--- config.mk ---
export PLATFORM = sky130hd
export DESIGN_NAME = bkr_regbank
export DESIGN_NICKNAME = d
export VERILOG_FILES = /design/src/common/bkr_pkg.sv /design/src/verilog/bkr_line_events.sv /design/src/verilog/bkr_regbank.sv
export SDC_FILE = /design/constraint.sdc
export NUM_CORES = 1
export LEC_CHECK = 0
export BUFFER_PORTS_ARGS = -buffer_cell sky130_fd_sc_hd__buf_4
export CAP_MARGIN = 5
export CORE_MARGIN = 3
export CORE_UTILIZATION = 41
export CTS_CLUSTER_SIZE = 30
export DETAILED_ROUTE_END_ITERATION = 6
export PLACE_DENSITY = 0.59
export SLEW_MARGIN = 0
export SYNTH_ARGS = -nofsm -noshare
export SYNTH_HDL_FRONTEND = slang
export SYNTH_HIERARCHICAL = 1
export SYNTH_SLANG_ARGS = --single-unit
--- constraint.sdc ---
create_clock -name clock -period 7.9 [get_ports clock]
set_input_delay 1.185 -clock clock [delete_from_list [all_inputs] [get_ports clock]]
set_output_delay 1.185 -clock clock [all_outputs]
set_load 0.1 [all_outputs]
--- src/common/bkr_pkg.sv ---
// constants, states and carrier types of the regulator register bank
// assumes one 25 MHz clock; all pins already synchronous to it
`default_nettype none
package bkr_pkg;
   // register offsets (one byte each)
   localparam logic [7:0] BKR_OFS_SP_LOW   = 8'h00;
   localparam logic [7:0] BKR_OFS_SP_HIGH  = 8'h01;
   localparam logic [7:0] BKR_OFS_CTRL     = 8'h02;
   localparam logic [7:0] BKR_OFS_VEND_ID  = 8'h03;
   localparam logic [7:0] BKR_OFS_REV_ID   = 8'h04;
   localparam logic [7:0] BKR_OFS_STATUS   = 8'h05;
   // setpoint fields
   localparam int BKR_SP_EN_BIT   = 7;
   localparam int BKR_SP_MODE_BIT = 6;
   localparam int BKR_SP_CODE_MSB = 5;
   localparam int BKR_SP_CODE_LSB = 0;
   // control fields; bits 3:0 reserved, read zero
   localparam int         BKR_CTL_DIS_BIT  = 7;
   localparam int         BKR_CTL_SLEW_MSB = 6;
   localparam int         BKR_CTL_SLEW_LSB = 4;
   localparam logic [7:0] BKR_CTL_MASK     = 8'hf0;
   // status and revision layout
   localparam int         BKR_STAT_REG_BIT = 7;
   localparam logic [7:0] BKR_ZERO_BYTE    = 8'h00;
   // power-on defaults of the base variant
   localparam logic [7:0] BKR_SP_LOW_RST   = 8'had;
   localparam logic [7:0] BKR_SP_HIGH_RST  = 8'hfc;
   localparam logic [7:0] BKR_CTRL_RST     = 8'hb0;
   // serial port: 7-bit address in bits 7:1, r/w flag in bit 0
   localparam logic [7:0] BKR_I2C_ADDR     = 8'hc0;
   localparam logic [3:0] BKR_BITS_PER_BYTE = 4'h8;
   localparam logic [3:0] BKR_CNT_ZERO     = 4'h0;
   localparam logic [3:0] BKR_CNT_ONE      = 4'h1;

   typedef enum logic [3:0] {
      BKR_ST_IDLE,
      BKR_ST_ADDR,
      BKR_ST_ADDR_ACK,
      BKR_ST_PTR,
      BKR_ST_PTR_ACK,
      BKR_ST_WDATA,
      BKR_ST_WDATA_ACK,
      BKR_ST_RDATA,
      BKR_ST_RACK,
      BKR_ST_IGNORE
   } bkr_state_t;

   // settings handed to the power stage
   typedef struct packed {
      logic       regulator_on;
      logic       forced_pwm;
      logic [5:0] voltage_code;
      logic       discharge_en;
      logic [2:0] slew_rate;
   } bkr_reg_ctl_t;

   // serial line events of one cycle
   typedef struct packed {
      logic start;
      logic stop;
      logic scl_rise;
      logic scl_fall;
      logic sda;
   } bkr_line_ev_t;
endpackage : bkr_pkg
`default_nettype wire

--- src/verilog/bkr_line_events.sv ---
// start, stop and clock edge detection on the serial lines
// assumes scl and sda already synchronous to the clock
`default_nettype none
module bkr_line_events
   import bkr_pkg::*;
(
   input  wire logic          clock,
   input  wire logic          reset,
   input  wire logic          clk_en,
   input  wire logic          scl_in,
   input  wire logic          sda_in,
   output bkr_pkg::bkr_line_ev_t ev
);
   logic scl_d_r;
   logic sda_d_r;

   // lines idle high
   always_ff @(posedge clock) begin
      if (reset) begin
         scl_d_r <= 1'b1;
         sda_d_r <= 1'b1;
      end else if (clk_en) begin
         scl_d_r <= scl_in;
         sda_d_r <= sda_in;
      end
   end

   always_comb begin
      ev.start    = scl_in && scl_d_r && sda_d_r && !sda_in;
      ev.stop     = scl_in && scl_d_r && !sda_d_r && sda_in;
      ev.scl_rise = scl_in && !scl_d_r;
      ev.scl_fall = !scl_in && scl_d_r;
      ev.sda      = sda_in;
   end
endmodule : bkr_line_events
`default_nettype wire

--- src/verilog/bkr_regbank.sv ---
// register bank of a step-down regulator behind a serial slave port
// assumes synchronous pins, one clock, an analog stage reading ctl
`default_nettype none
module bkr_regbank
   import bkr_pkg::*;
#(
   parameter logic [7:0] SP_LOW_RST  = BKR_SP_LOW_RST,
   parameter logic [7:0] SP_HIGH_RST = BKR_SP_HIGH_RST,
   parameter logic [7:0] CTRL_RST    = BKR_CTRL_RST,
   parameter logic [7:0] VENDOR_DIE  = 8'h5a, // arbitrary value
   parameter logic [3:0] DIE_REV     = 4'h6,  // arbitrary value
   parameter logic [7:0] SLAVE_ADDR  = BKR_I2C_ADDR
) (
   input  wire logic             clock,
   input  wire logic             reset,
   input  wire logic             clk_en,
   input  wire logic             scl_in,
   input  wire logic             sda_in,
   output logic                  sda_out,
   output logic                  sda_oe_n,
   input  wire logic             hw_enable_pin,
   input  wire logic             setpoint_select_pin,
   input  wire logic             regulating,
   output bkr_pkg::bkr_reg_ctl_t ctl
);
   import bkr_pkg::*;

   bkr_line_ev_t ev;
   bkr_state_t   state_r;
   bkr_state_t   state_nxt;
   logic [7:0]   sp_low_r;
   logic [7:0]   sp_high_r;
   logic [7:0]   ctrl_r;
   logic [7:0]   ptr_r;
   logic [7:0]   shift_r;
   logic [3:0]   cnt_r;
   logic         read_r;
   logic         master_ack_r;
   logic         sda_oe_n_r;
   logic         sda_out_r;
   bkr_reg_ctl_t ctl_r;
   logic [7:0]   active_sp;
   logic [7:0]   status_byte;
   logic [7:0]   rd_byte;
   logic         byte_done;
   logic         addr_hit;
   logic         wr_commit;

   bkr_line_events u_line (
      .clock  (clock),
      .reset  (reset),
      .clk_en (clk_en),
      .scl_in (scl_in),
      .sda_in (sda_in),
      .ev     (ev)
   );

   assign byte_done = ev.scl_fall && (cnt_r == BKR_BITS_PER_BYTE);
   assign addr_hit  = (shift_r[7:1] == SLAVE_ADDR[7:1]);
   assign wr_commit = (state_r == BKR_ST_WDATA) && byte_done;

   // active setpoint follows the pin every cycle
   assign active_sp = setpoint_select_pin ? sp_high_r
                                          : sp_low_r;

   always_comb begin
      status_byte = BKR_ZERO_BYTE;
      status_byte[BKR_STAT_REG_BIT] = ctl_r.regulator_on && regulating;
   end

   always_comb begin
      unique case (ptr_r)
         BKR_OFS_SP_LOW:  rd_byte = sp_low_r;
         BKR_OFS_SP_HIGH: rd_byte = sp_high_r;
         BKR_OFS_CTRL:    rd_byte = ctrl_r;
         BKR_OFS_VEND_ID: rd_byte = VENDOR_DIE;
         BKR_OFS_REV_ID:  rd_byte = {4'h0, DIE_REV};
         BKR_OFS_STATUS:  rd_byte = status_byte;
         default:         rd_byte = BKR_ZERO_BYTE;
      endcase
   end

   // protocol sequencing
   always_comb begin
      state_nxt = state_r;
      if (ev.stop) begin
         state_nxt = BKR_ST_IDLE;
      end else if (ev.start) begin
         state_nxt = BKR_ST_ADDR;
      end else if (ev.scl_fall) begin
         unique case (state_r)
            BKR_ST_ADDR: begin
               if (byte_done) begin
                  state_nxt = addr_hit ? BKR_ST_ADDR_ACK : BKR_ST_IGNORE;
               end
            end
            BKR_ST_ADDR_ACK: begin
               state_nxt = read_r ? BKR_ST_RDATA : BKR_ST_PTR;
            end
            BKR_ST_PTR: begin
               if (byte_done) begin
                  state_nxt = BKR_ST_PTR_ACK;
               end
            end
            BKR_ST_PTR_ACK:   state_nxt = BKR_ST_WDATA;
            BKR_ST_WDATA: begin
               if (byte_done) begin
                  state_nxt = BKR_ST_WDATA_ACK;
               end
            end
            BKR_ST_WDATA_ACK: state_nxt = BKR_ST_WDATA;
            BKR_ST_RDATA: begin
               if (byte_done) begin
                  state_nxt = BKR_ST_RACK;
               end
            end
            BKR_ST_RACK: begin
               state_nxt = master_ack_r ? BKR_ST_RDATA : BKR_ST_IGNORE;
            end
            BKR_ST_IDLE:      state_nxt = BKR_ST_IDLE;
            BKR_ST_IGNORE:    state_nxt = BKR_ST_IGNORE;
         endcase
      end
   end

   always_ff @(posedge clock) begin
      if (reset) begin
         state_r <= BKR_ST_IDLE;
      end else if (clk_en) begin
         state_r <= state_nxt;
      end
   end

   // bit counter and shifter
   always_ff @(posedge clock) begin
      if (reset) begin
         cnt_r   <= BKR_CNT_ZERO;
         shift_r <= BKR_ZERO_BYTE;
      end else if (clk_en) begin
         if (ev.start) begin
            cnt_r <= BKR_CNT_ZERO;
         end else if (state_nxt == BKR_ST_RDATA
                      && state_r != BKR_ST_RDATA) begin
            // msb already out: byte ends at the eighth fall
            cnt_r   <= BKR_CNT_ONE;
            shift_r <= rd_byte;
         end else if (state_r == BKR_ST_RDATA) begin
            if (ev.scl_fall) begin
               cnt_r   <= cnt_r + BKR_CNT_ONE;
               shift_r <= {shift_r[6:0], 1'b0};
            end
         end else if (state_r == BKR_ST_ADDR || state_r == BKR_ST_PTR
                      || state_r == BKR_ST_WDATA) begin
            if (ev.scl_rise && cnt_r != BKR_BITS_PER_BYTE) begin
               cnt_r   <= cnt_r + BKR_CNT_ONE;
               shift_r <= {shift_r[6:0], ev.sda};
            end
         end else if (ev.scl_fall) begin
            cnt_r <= BKR_CNT_ZERO;
         end
      end
   end

   // direction flag, master acknowledge, register pointer
   always_ff @(posedge clock) begin
      if (reset) begin
         read_r       <= 1'b0;
         master_ack_r <= 1'b0;
         ptr_r        <= BKR_ZERO_BYTE;
      end else if (clk_en) begin
         if (state_r == BKR_ST_ADDR && byte_done) begin
            read_r <= shift_r[0];
         end
         if (state_r == BKR_ST_RACK && ev.scl_rise) begin
            master_ack_r <= !ev.sda;
         end
         if (state_r == BKR_ST_PTR && byte_done) begin
            ptr_r <= shift_r;
         end else if (wr_commit
                      || (state_r == BKR_ST_RDATA && byte_done)) begin
            ptr_r <= ptr_r + 8'h01;
         end
      end
   end

   // writable registers; identification and status ignore writes
   always_ff @(posedge clock) begin
      if (reset) begin
         sp_low_r  <= SP_LOW_RST;
         sp_high_r <= SP_HIGH_RST;
         ctrl_r    <= CTRL_RST & BKR_CTL_MASK;
      end else if (clk_en && wr_commit) begin
         unique case (ptr_r)
            BKR_OFS_SP_LOW:  sp_low_r  <= shift_r;
            BKR_OFS_SP_HIGH: sp_high_r <= shift_r;
            BKR_OFS_CTRL:    ctrl_r    <= shift_r & BKR_CTL_MASK;
            default: ;
         endcase
      end
   end

   // open-drain data line: drive low for ack and zero read bits
   always_ff @(posedge clock) begin
      if (reset) begin
         sda_oe_n_r <= 1'b1;
         sda_out_r  <= 1'b0;
      end else if (clk_en) begin
         sda_out_r <= 1'b0;
         unique case (state_nxt)
            BKR_ST_ADDR_ACK, BKR_ST_PTR_ACK, BKR_ST_WDATA_ACK:
               sda_oe_n_r <= 1'b0;
            BKR_ST_RDATA: begin
               if (state_r != BKR_ST_RDATA) begin
                  sda_oe_n_r <= rd_byte[7];
               end else if (ev.scl_fall) begin
                  sda_oe_n_r <= shift_r[6];
               end
            end
            default: sda_oe_n_r <= 1'b1;
         endcase
      end
   end

   // settings to the power stage, refreshed every cycle
   always_ff @(posedge clock) begin
      if (reset) begin
         ctl_r <= '0;
      end else if (clk_en) begin
         ctl_r.regulator_on <= hw_enable_pin
                               && active_sp[BKR_SP_EN_BIT];
         ctl_r.forced_pwm   <= active_sp[BKR_SP_MODE_BIT];
         ctl_r.voltage_code <=
            active_sp[BKR_SP_CODE_MSB:BKR_SP_CODE_LSB];
         ctl_r.discharge_en <= ctrl_r[BKR_CTL_DIS_BIT];
         ctl_r.slew_rate    <= ctrl_r[BKR_CTL_SLEW_MSB:BKR_CTL_SLEW_LSB];
      end
   end

   assign ctl      = ctl_r;
   assign sda_oe_n = sda_oe_n_r;
   assign sda_out  = sda_out_r;
endmodule : bkr_regbank
`default_nettype wire

* After elaboration in Yosys (flattened, before gate mapping) *
Index checks and enable logic that the tools add are counted.

word-level totals
  bits in registers = 61
  input port bits = 8
  output and inout port bits = 14
  word-level logic and storage cells = 118

operators by class
  add/subtract/negate cells = 2
  eq/ne operators = 26
  muxes and demuxes = 30
  bitwise logic cells = 1
  reductions and logical operators = 42

operators by type and width
  kind                                                   count
  two-way mux 4 bit                                      16
  two-way mux 8 bit                                      8
  one-hot mux 8 bit (6 select lines)                     1
  one-hot mux 4 bit (9 select lines)                     1
  == test 4 x 3 -> 1 bit, second input constant          7
  logical AND 1 bit                                      18
  == test 8 x 2 -> 1 bit, second input constant          2
  == test 8 x 3 -> 1 bit, second input constant          2
  AND reduction 2 bit                                    7
  == test 4 x 2 -> 1 bit, second input constant          3
  == test 4 bit, second input constant                   3
  adder 8 x 1 -> 8 bit, second input constant            1
  == test 8 x 1 -> 1 bit, second input constant          1
  logical NOT 8 bit                                      1
  inequality test 4 bit, second input constant           2
  == test 7 bit, second input constant                   1
  nonzero test 3 bit                                     2
  inequality test 5 x 4 -> 1 bit, second input constant  1
  AND reduction 5 bit                                    1
  adder 4 x 1 -> 4 bit, second input constant            1
  == test 4 x 1 -> 1 bit, second input constant          1
  logical NOT 1 bit                                      4
  logical NOT 4 bit                                      1
  inequality test 4 x 3 -> 1 bit, second input constant  1
  12 further kinds                                       15

* Depth between registers and ports, before layout *
Gate-level depths: netlist of the first run.

  depth after elaboration = 12
  depth in mapped cells = 10
  gate-level depth less buffers = 9

* By module *
The synthesis of the first run kept the hierarchy.

by module, submodules not included
  module           times used  cells an instance  area an instance (µm²)  seq. area each (µm²)
  bkr_regbank      1           403                3399.5                  1181.1
  bkr_line_events  1           12                 113.9                   40.0

* Worst setup path after synthesis of the first run *
OpenSTA, ideal clock, no wires.

  kind = input -> register
  start = in scl_in
  end = reg shift_r[5]
  setup time = 0.122 ns
  arrival = 3.314 ns
  required time = 7.778 ns
  setup slack = 4.464 ns
  stages on the path = 8
  path buffers = 0
  path through = and2b_2 -> nand4b_4 -> or3_4 -> a311oi_4 -> o221ai_2 -> nor3_4 -> mux2_1 -> o311a_1

on the way
  word-level cells in the longest chain between the ends = 12
  elaborated cells between the ends (all ways) = 26
  classes of those cells = eq/ne: 2; mux: 9; bitwise: 1; reduce/logical: 14

RTL lines
  what                                                                          line                   text
  from (decl)                                                                   bkr_regbank.sv:17      input wire logic scl_in,
  logical NOT 1 bit                                                             bkr_line_events.sv:32  ev.scl_fall = !scl_in && scl_d_r;
  logical AND 1 bit                                                             bkr_line_events.sv:32
  logical AND 1 bit                                                             bkr_regbank.sv:58      assign byte_done = ev.scl_fall && (cnt_r == BKR_BITS_PER_BYTE);
  two-way mux 4 bit, on equally long branches                                   n/a
  one-hot mux 4 bit (9 select lines)                                            bkr_regbank.sv:91      unique case (state_r)
  two-way mux 4 bit                                                             bkr_regbank.sv:90      end else if (ev.scl_fall) begin
  two-way mux 4 bit                                                             bkr_regbank.sv:88      end else if (ev.start) begin
  two-way mux 4 bit                                                             bkr_regbank.sv:86      if (ev.stop) begin
  == test 4 x 3 -> 1 bit                                                        bkr_regbank.sv:142     end else if (state_nxt == BKR_ST_RDATA
  logical AND 1 bit                                                             bkr_regbank.sv:143     && state_r != BKR_ST_RDATA) begin
  inequality test 3 bit (no source line) or nonzero test 3 bit (tied branches)  n/a
  AND reduction 5 bit (no source line)                                          n/a
  to (signal assigned)                                                          bkr_regbank.sv:146     shift_r <= rd_byte;
  to (signal assigned)                                                          bkr_regbank.sv:150     shift_r <= {shift_r[6:0], 1'b0};
  to (signal assigned)                                                          bkr_regbank.sv:156     shift_r <= {shift_r[6:0], ev.sda};
  to (decl)                                                                     bkr_regbank.sv:35      logic [7:0] shift_r;

Parallel ways exist; a longest one is shown, timed or not.
A chain may end at the register's enable or synchronous reset.

==> run summary, run 1 <==
status -> finished, final reports clean
Final Slew Violations -> 0
unrepaired setup endpoints after global routing -> false
worst hold path class -> reg2reg
TritonCTS Buffers -> 9
Syn-to-layout area delta -> 10.15%
via/cell ratio -> 5.869
Final Non-Filler Cells -> 525
setup violators final -> 0
CP required -> 8.16 ns
hold path cells -> 2
setup_tns -> 0 ns
CTS HTree Levels -> 3
Pre-antenna DRT Iters -> 5
Worst Slack Setup Final -> 4.109 ns
largest net degree at the start of global routing -> 45
initial antenna violation count -> 0
syn nets -> 429
Cell Chain, Critical Path -> buf_4 > nand2_1 > nor3b_1 > nor2_1 > o21ai_0 > o21ba_1 > o221a_2 > a211oi_2 > nor2_1 > o32ai_1
number of synthesized flops with an enable pin -> 0
CP delay by family, top -> compound AO/OA/AOI/OAI gates
CTS tree -> built
global-route wire length before repair -> 15290 um
Final Cycle Share -> 47.99%
Buf/Inv on CP -> 1
residual DRC count -> 0
post-synthesis mux area share -> 11.54%
Yosys top cell area share -> 34.76%
GPL Wtd Cong -> 0.8456
fmax -> 263.8 MHz
hold path startpoint -> ctl[5]$_SDFFE_PP0P_
commonest non-fill, non-tap cell in the layout -> dfxtp_1
CP Data Arrival Time -> 4.05 ns
via count -> 3081
Resized Gates After CTS -> 0
worst reg2reg path depth -> 8
site row count -> 33
worst skew pair latency -> 0.35 ns
Pleak -> 1.408 nW
clk slew on worst S/H paths -> 0.07 ns
IO Pins -> 22
sequential fraction of the synthesis area -> 34.76%
top_reg_cell synth -> dfxtp_1
FF+latch count, synth -> 61
post-synthesis compound-gate area fraction -> 23.82%
maxcap violations -> 0
Starting Density -> 42.55%
Power Total -> 0.7023 mW
post-synthesis simple-gate area fraction -> 21.97%
Root Buffer -> clkbuf_8
GRT Total Usage -> 19.49%
xor/xnor cell area share of the yosys netlist -> 0%
CTS max path bufs -> 2
post-synthesis area per instance -> 8.466 um2
# diodes -> 0
CP endpoint kind -> flip-flop
Die Height -> 98.57 um
Post-Synth Adder-Cell Area -> 2.137%
most frequent cells in the layout -> dfxtp_1 (61), nor2_1 (48), mux2i_1 (36), nand2_1 (36), a21oi_1 (26)
Crit Path Max Fanout -> 14
total wire length -> 9055 um
PD cells -> 181.5 nW/um2
core area -> 8258 um2
Synth cell types -> 69
most frequent CP cell -> nor2_1
Nets -> 430
Setup Fix Bufs, Post-CTS -> 0
clock skew -> 0.008919 ns
number of global-route vias before repair -> 2967
largest area contributor in the netlist -> dfxtp_1
Avg WL per Cell -> 17.25 um
Async SR Flop Fraction -> 0%
Hold EP -> ctl[5]$_SDFFE_PP0P_
crit path kind -> in2reg
Fin. Hold Viols -> 0
Die W -> 98.57 um
die area -> 9716 um2
Max-slew headroom -> 40.63%
number of DRC markers in iteration 0 -> 256
Syn. warnings -> 6
# hold bufs at CTS -> 0
antenna viol nets, final -> 0
post-layout util -> 46.86%
Reg2Reg Launch Point -> state_r[3]$_SDFFE_PP0P_
Sink Count -> 61
dpl hpwl -> 6170 um
synthesized area -> 3513 um2
R2R setup slack -> 4.65 ns
Slowest-stage cell, CP -> a211oi_2
Period minus WS final -> 3.791 ns
Placed Cells -> 510
slew of the pin with the lowest slew margin -> 0.8890 ns
reg2reg end -> shift_r[0]$_SDFFE_PP0P_
Peak supply drop -> 0.07909 mV
largest family of logic cells by synthesized area -> compound AO/OA/AOI/OAI gates
# fillers -> 829
Startpoint Class -> input port
Gate Count Post-Synth -> 415
Port Buffers -> 20
slowest stage delay, CP -> 0.77 ns
worst slack, placed -> 3.754 ns
share of cells above drive strength 1 -> 12.14%
Area contributors post-synth -> dfxtp_1 (35%), mux2i_1 (10%), nor2_1 (5.1%)
total grt overflow -> 0
-- worst max-delay path by stage --
stage	start	to	slack (ns)	cells after the start
2_1_floorplan	scl_in	shift_r[5]$_SDFFE_PP0P_	4.46	8
3_3_place_gp	scl_in	shift_r[0]$_SDFFE_PP0P_	3.97	10
3_5_place_dp	scl_in	shift_r[0]$_SDFFE_PP0P_	3.75	10
4_1_cts	scl_in	shift_r[0]$_SDFFE_PP0P_	4.11	10
5_1_grt	scl_in	shift_r[0]$_SDFFE_PP0P_	3.88	10
6_report	scl_in	shift_r[0]$_SDFFE_PP0P_	4.11	10
-- layout make-up --
cell class | instances | area (um2) | share of cell area [%]
Clock inverter | 3 | 45.04 | 1.164
Clock buffer | 12 | 155.1 | 4.009
Sequential cell | 61 | 1221 | 31.56
Tap cell | 105 | 131.4 | 3.395
Timing Repair Buffer | 22 | 165.2 | 4.268
Multi-Input combinational cell | 308 | 2100 | 54.25
Inverter | 14 | 52.55 | 1.358
-- logic make-up (layout without fill, tap and decap cells) --
group                      Yosys count  after routing
buffers and inverters               46             51
and+or+nand+nor                    148            148
DFF                                 61             61
AOI/OAI and AO/OA                  113            113
other                                1              1
adders and majority gates            6              6
muxes                               40             40
-- synth_stat cells, drive strengths merged (7+ instances only) --
cell / number
inv: 14
clkbuf: 20
nor2b: 7
nand3: 10
nor2: 48
buf: 12
nand2: 36
a21oi: 26
nor3: 7
mux2i: 36
a211oi: 12
o21ai: 15
dfxtp: 61
-- per-stage QoR --
| stage | instance area, um2 | hold WS (ns) |
|---|---|---|
| final | 3870 | 0.4827 |
| after global routing | 3870 | 0.5079 |
| after CTS | 3870 | 0.4864 |
| after detailed placement | 3670 | 0.4770 |
| after global placement | 3670 | 0.4700 |
| after floorplan | 3513 | 0.4542 |
-- state kept, by name (all words and copies together), names as in the netlist --
signal / cells
sp_low_r: 8
sda_oe_n: 1
sp_high_r: 8
ctl: 12
shift_r: 8
master_ack_r: 1
ctrl_r: 4
read_r: 1
u_line/sda_d_r: 1
u_line/scl_d_r: 1
ptr_r: 8
cnt_r: 4
state_r: 4
-- report_power, final --
part           switching (mW)  internal [mW]
combinational          0.0672         0.0265
sequential            0.00830          0.314
clock                   0.125          0.161
-- worst reg2reg max path: cells and delay by family (launching register included) --
kind                   cells  cell delay (ns)
DFF                        1             0.75
buffers and inverters      1             0.23
and+or+nand+nor            3             0.55
AOI/OAI and AO/OA          4             1.65
-- metal layers --
metal  share of wire [%]  track usage [%]  vias up
li1                    -                -     1523
met1                  50            28.20     1474
met2                  43            27.98       75
met3                 5.7            5.379        9
met4                 1.2            6.303        0
met5                   0                0        -
Note: power is estimated with default switching activity, not from simulation.
==> run 2: changes to the inputs <==
==> constraint.sdc (replaced) <==
create_clock -name clock -period 3.52 [get_ports clock]
set_input_delay 0.528 -clock clock [delete_from_list [all_inputs] [get_ports clock]]
set_output_delay 0.528 -clock clock [all_outputs]
set_load 0.1 [all_outputs]
==> run 2 against run 1 <==
First-iteration DRC count fell by 13%. Clock skew hardly changed. Cell count rose by 0.38%. Core utilization grew 0.20 points. Combinational power increased by 130%. Final area up 0.42%. Flip-flop and latch count unchanged. Clock power is 130% higher. Worst setup slack got worse by 3.6 ns. Hold slack worse by 0.061 ns. Global-route usage fell by 1.1 points.
==> run summary, run 2 (same netlist as run 1, synthesis figures left out) <==
slew of the pin with the lowest slew margin -> 0.8412 ns (-0.04779 ns)
crit path kind -> reg2reg
Period minus WS final -> 3.027 ns
GRT Total Usage -> 18.42% (-1.1 points)
post-layout util -> 47.06% (+0.20 points)
GPL Wtd Cong -> 0.9057 (+7.1%)
# diodes -> 0 (unchanged)
via count -> 3055 (-0.84%)
Syn-to-layout area delta -> 10.61%
post-route cell area -> 3886 um2 (+0.42%)
CP required -> 3.77 ns (-4.39 ns)
Final Cycle Share -> 86.00%
total grt overflow -> 0 (unchanged)
global-route wire length before repair -> 14610 um (-4.5%)
antenna viol nets, final -> 0 (unchanged)
Startpoint Class -> flip-flop
Die W -> 98.57 um (unchanged)
# hold bufs at CTS -> 0 (unchanged)
Starting Density -> 42.55% (unchanged)
Port Buffers -> 20 (unchanged)
clk slew on worst S/H paths -> 0.07 ns (about the same)
Cell Chain, Critical Path -> nor4b_2 > nor2_1 > o2111a_1 > o221a_2 > a211oi_2 > nor2_1 > o32ai_1
slowest stage delay, CP -> 0.70 ns (-0.07 ns)
Placed Area -> 3677 um2 (+0.20%)
status -> finished, final reports clean
CTS HTree Levels -> 3 (unchanged)
WHS -> 0.4213 ns (-0.06140 ns)
clock skew -> 0.009255 ns (+0.0003357 ns)
Power Total -> 1.590 mW (+130%)
Max-slew headroom -> 43.82% (+3.2 points)
# fillers -> 823 (-0.72%)
Root Buffer -> clkbuf_8
worst skew pair latency -> 0.35 ns (about the same)
CP endpoint kind -> flip-flop
site row count -> 33 (unchanged)
number of global-route vias before repair -> 2762 (-6.9%)
Resized Gates After CTS -> 0 (unchanged)
Final Slew Violations -> 0 (unchanged)
CP Data Arrival Time -> 3.27 ns (-0.78 ns)
most frequent CP cell -> nor2_1
fmax -> 330.3 MHz
most frequent cells in the layout -> dfxtp_1 (61), nor2_1 (48), mux2i_1 (36), nand2_1 (36), a21oi_1 (26)
Peak supply drop -> 0.2433 mV (+210%)
largest net degree at the start of global routing -> 45 (unchanged)
IO Pins -> 22 (unchanged)
crit path from -> state_r[0]$_SDFFE_PP0P_
setup violators final -> 0 (unchanged)
Fin. Hold Viols -> 0 (unchanged)
share of cells above drive strength 1 -> 12.80% (+0.65 points)
max reg flops -> 12 (unchanged)
Crit Path Max Fanout -> 16 (+2)
total wire length -> 8888 um (-1.8%)
PD cells -> 409.0 nW/um2 (+130%)
dpl hpwl -> 6068 um (-1.7%)
worst hold path class -> in2reg
TritonCTS Buffers -> 9 (unchanged)
via/cell ratio -> 5.797 (-1.2%)
Nets -> 431 (+0.23%)
Pre-antenna DRT Iters -> 5 (unchanged)
Buf/Inv on CP -> 0 (-1)
CP delay by family, top -> compound AO/OA/AOI/OAI gates
unrepaired setup endpoints after global routing -> false
CTS tree -> built
hold path startpoint -> scl_in
CTS max path bufs -> 2 (unchanged)
commonest non-fill, non-tap cell in the layout -> dfxtp_1
Sink Count -> 61 (unchanged)
Setup Fix Bufs, Post-CTS -> 0 (unchanged)
residual DRC count -> 0 (unchanged)
Pleak -> 1.418 nW (+0.69%)
core area -> 8258 um2 (unchanged)
die area -> 9716 um2 (unchanged)
Slowest-stage cell, CP -> dfxtp_1
Reg2Reg Launch Point -> state_r[0]$_SDFFE_PP0P_
Avg WL per Cell -> 16.87 um (-2.2%)
Die Height -> 98.57 um (unchanged)
setup_tns -> 0 ns (unchanged)
maxcap violations -> 0 (unchanged)
number of DRC markers in iteration 0 -> 224 (-13%)
initial antenna violation count -> 0 (unchanged)
## run 2: changes by cell type in the layout (fill, tap and decap cells not counted), sizes merged
cell	before	now
buf	22	23
clkbuf	12	10
clkinv	0	2
inv	14	15
## run 2: worst register-to-register path, stage by stage, from the launching register on
cell	delay, ns
dfxtp_1	0.70
nor4b_2	0.39
nor2_1	0.12
o2111a_1	0.30
o221a_2	0.31
a211oi_2	0.70
nor2_1	0.16
o32ai_1	0.25
## run 2: final cells by class
cell class	count	area (um2)	share of cell area [%]
repair buffers	23	172.7	4.443
flip-flops and latches	61	1221	31.42
clock inverters	6	71.32	1.835
clock buffers	10	137.6	3.542
multi-input cells	308	2100	54.02
inverters	14	52.55	1.352
well taps	105	131.4	3.381
## run 2: worst paths after layout
path                            cells past startpoint  slack (ns)                     endpoint
worst max-delay path                                7        0.49      shift_r[0]$_SDFFE_PP0P_
worst min-delay path                                2        0.42  u_line/scl_d_r$_SDFFE_PP1P_
worst max register to register                      7        0.49      shift_r[0]$_SDFFE_PP0P_
worst min register to register                      2        0.49         ctl[10]$_SDFFE_PP0P_
## run 2: per-stage QoR
stage / setup slack [ns] / std cells
2_1_floorplan: 0.7413 / 415
3_3_place_gp: 0.3340 / 511
3_5_place_dp: 0.3171 / 511
4_1_cts: 0.5154 / 527
5_1_grt: 0.2224 / 527
6_report: 0.4928 / 527
## run 2: routing by layer
metal / track usage, % / vias to the layer above / share of wire [%]
li1: - / 1525 / -
met1: 27.35 / 1452 / 51
met2: 26.99 / 69 / 44
met3: 3.892 / 9 / 3.7
met4: 5.042 / 0 / 1.1
met5: 0 / - / 0
## run 2: report_power, final
part	switching (mW)	internal (mW)	leakage, nW
logic	0.150	0.0603	0.823
clock network	0.305	0.351	0.0991
registers	0.0187	0.704	0.496
total	0.474	1.12	1.42
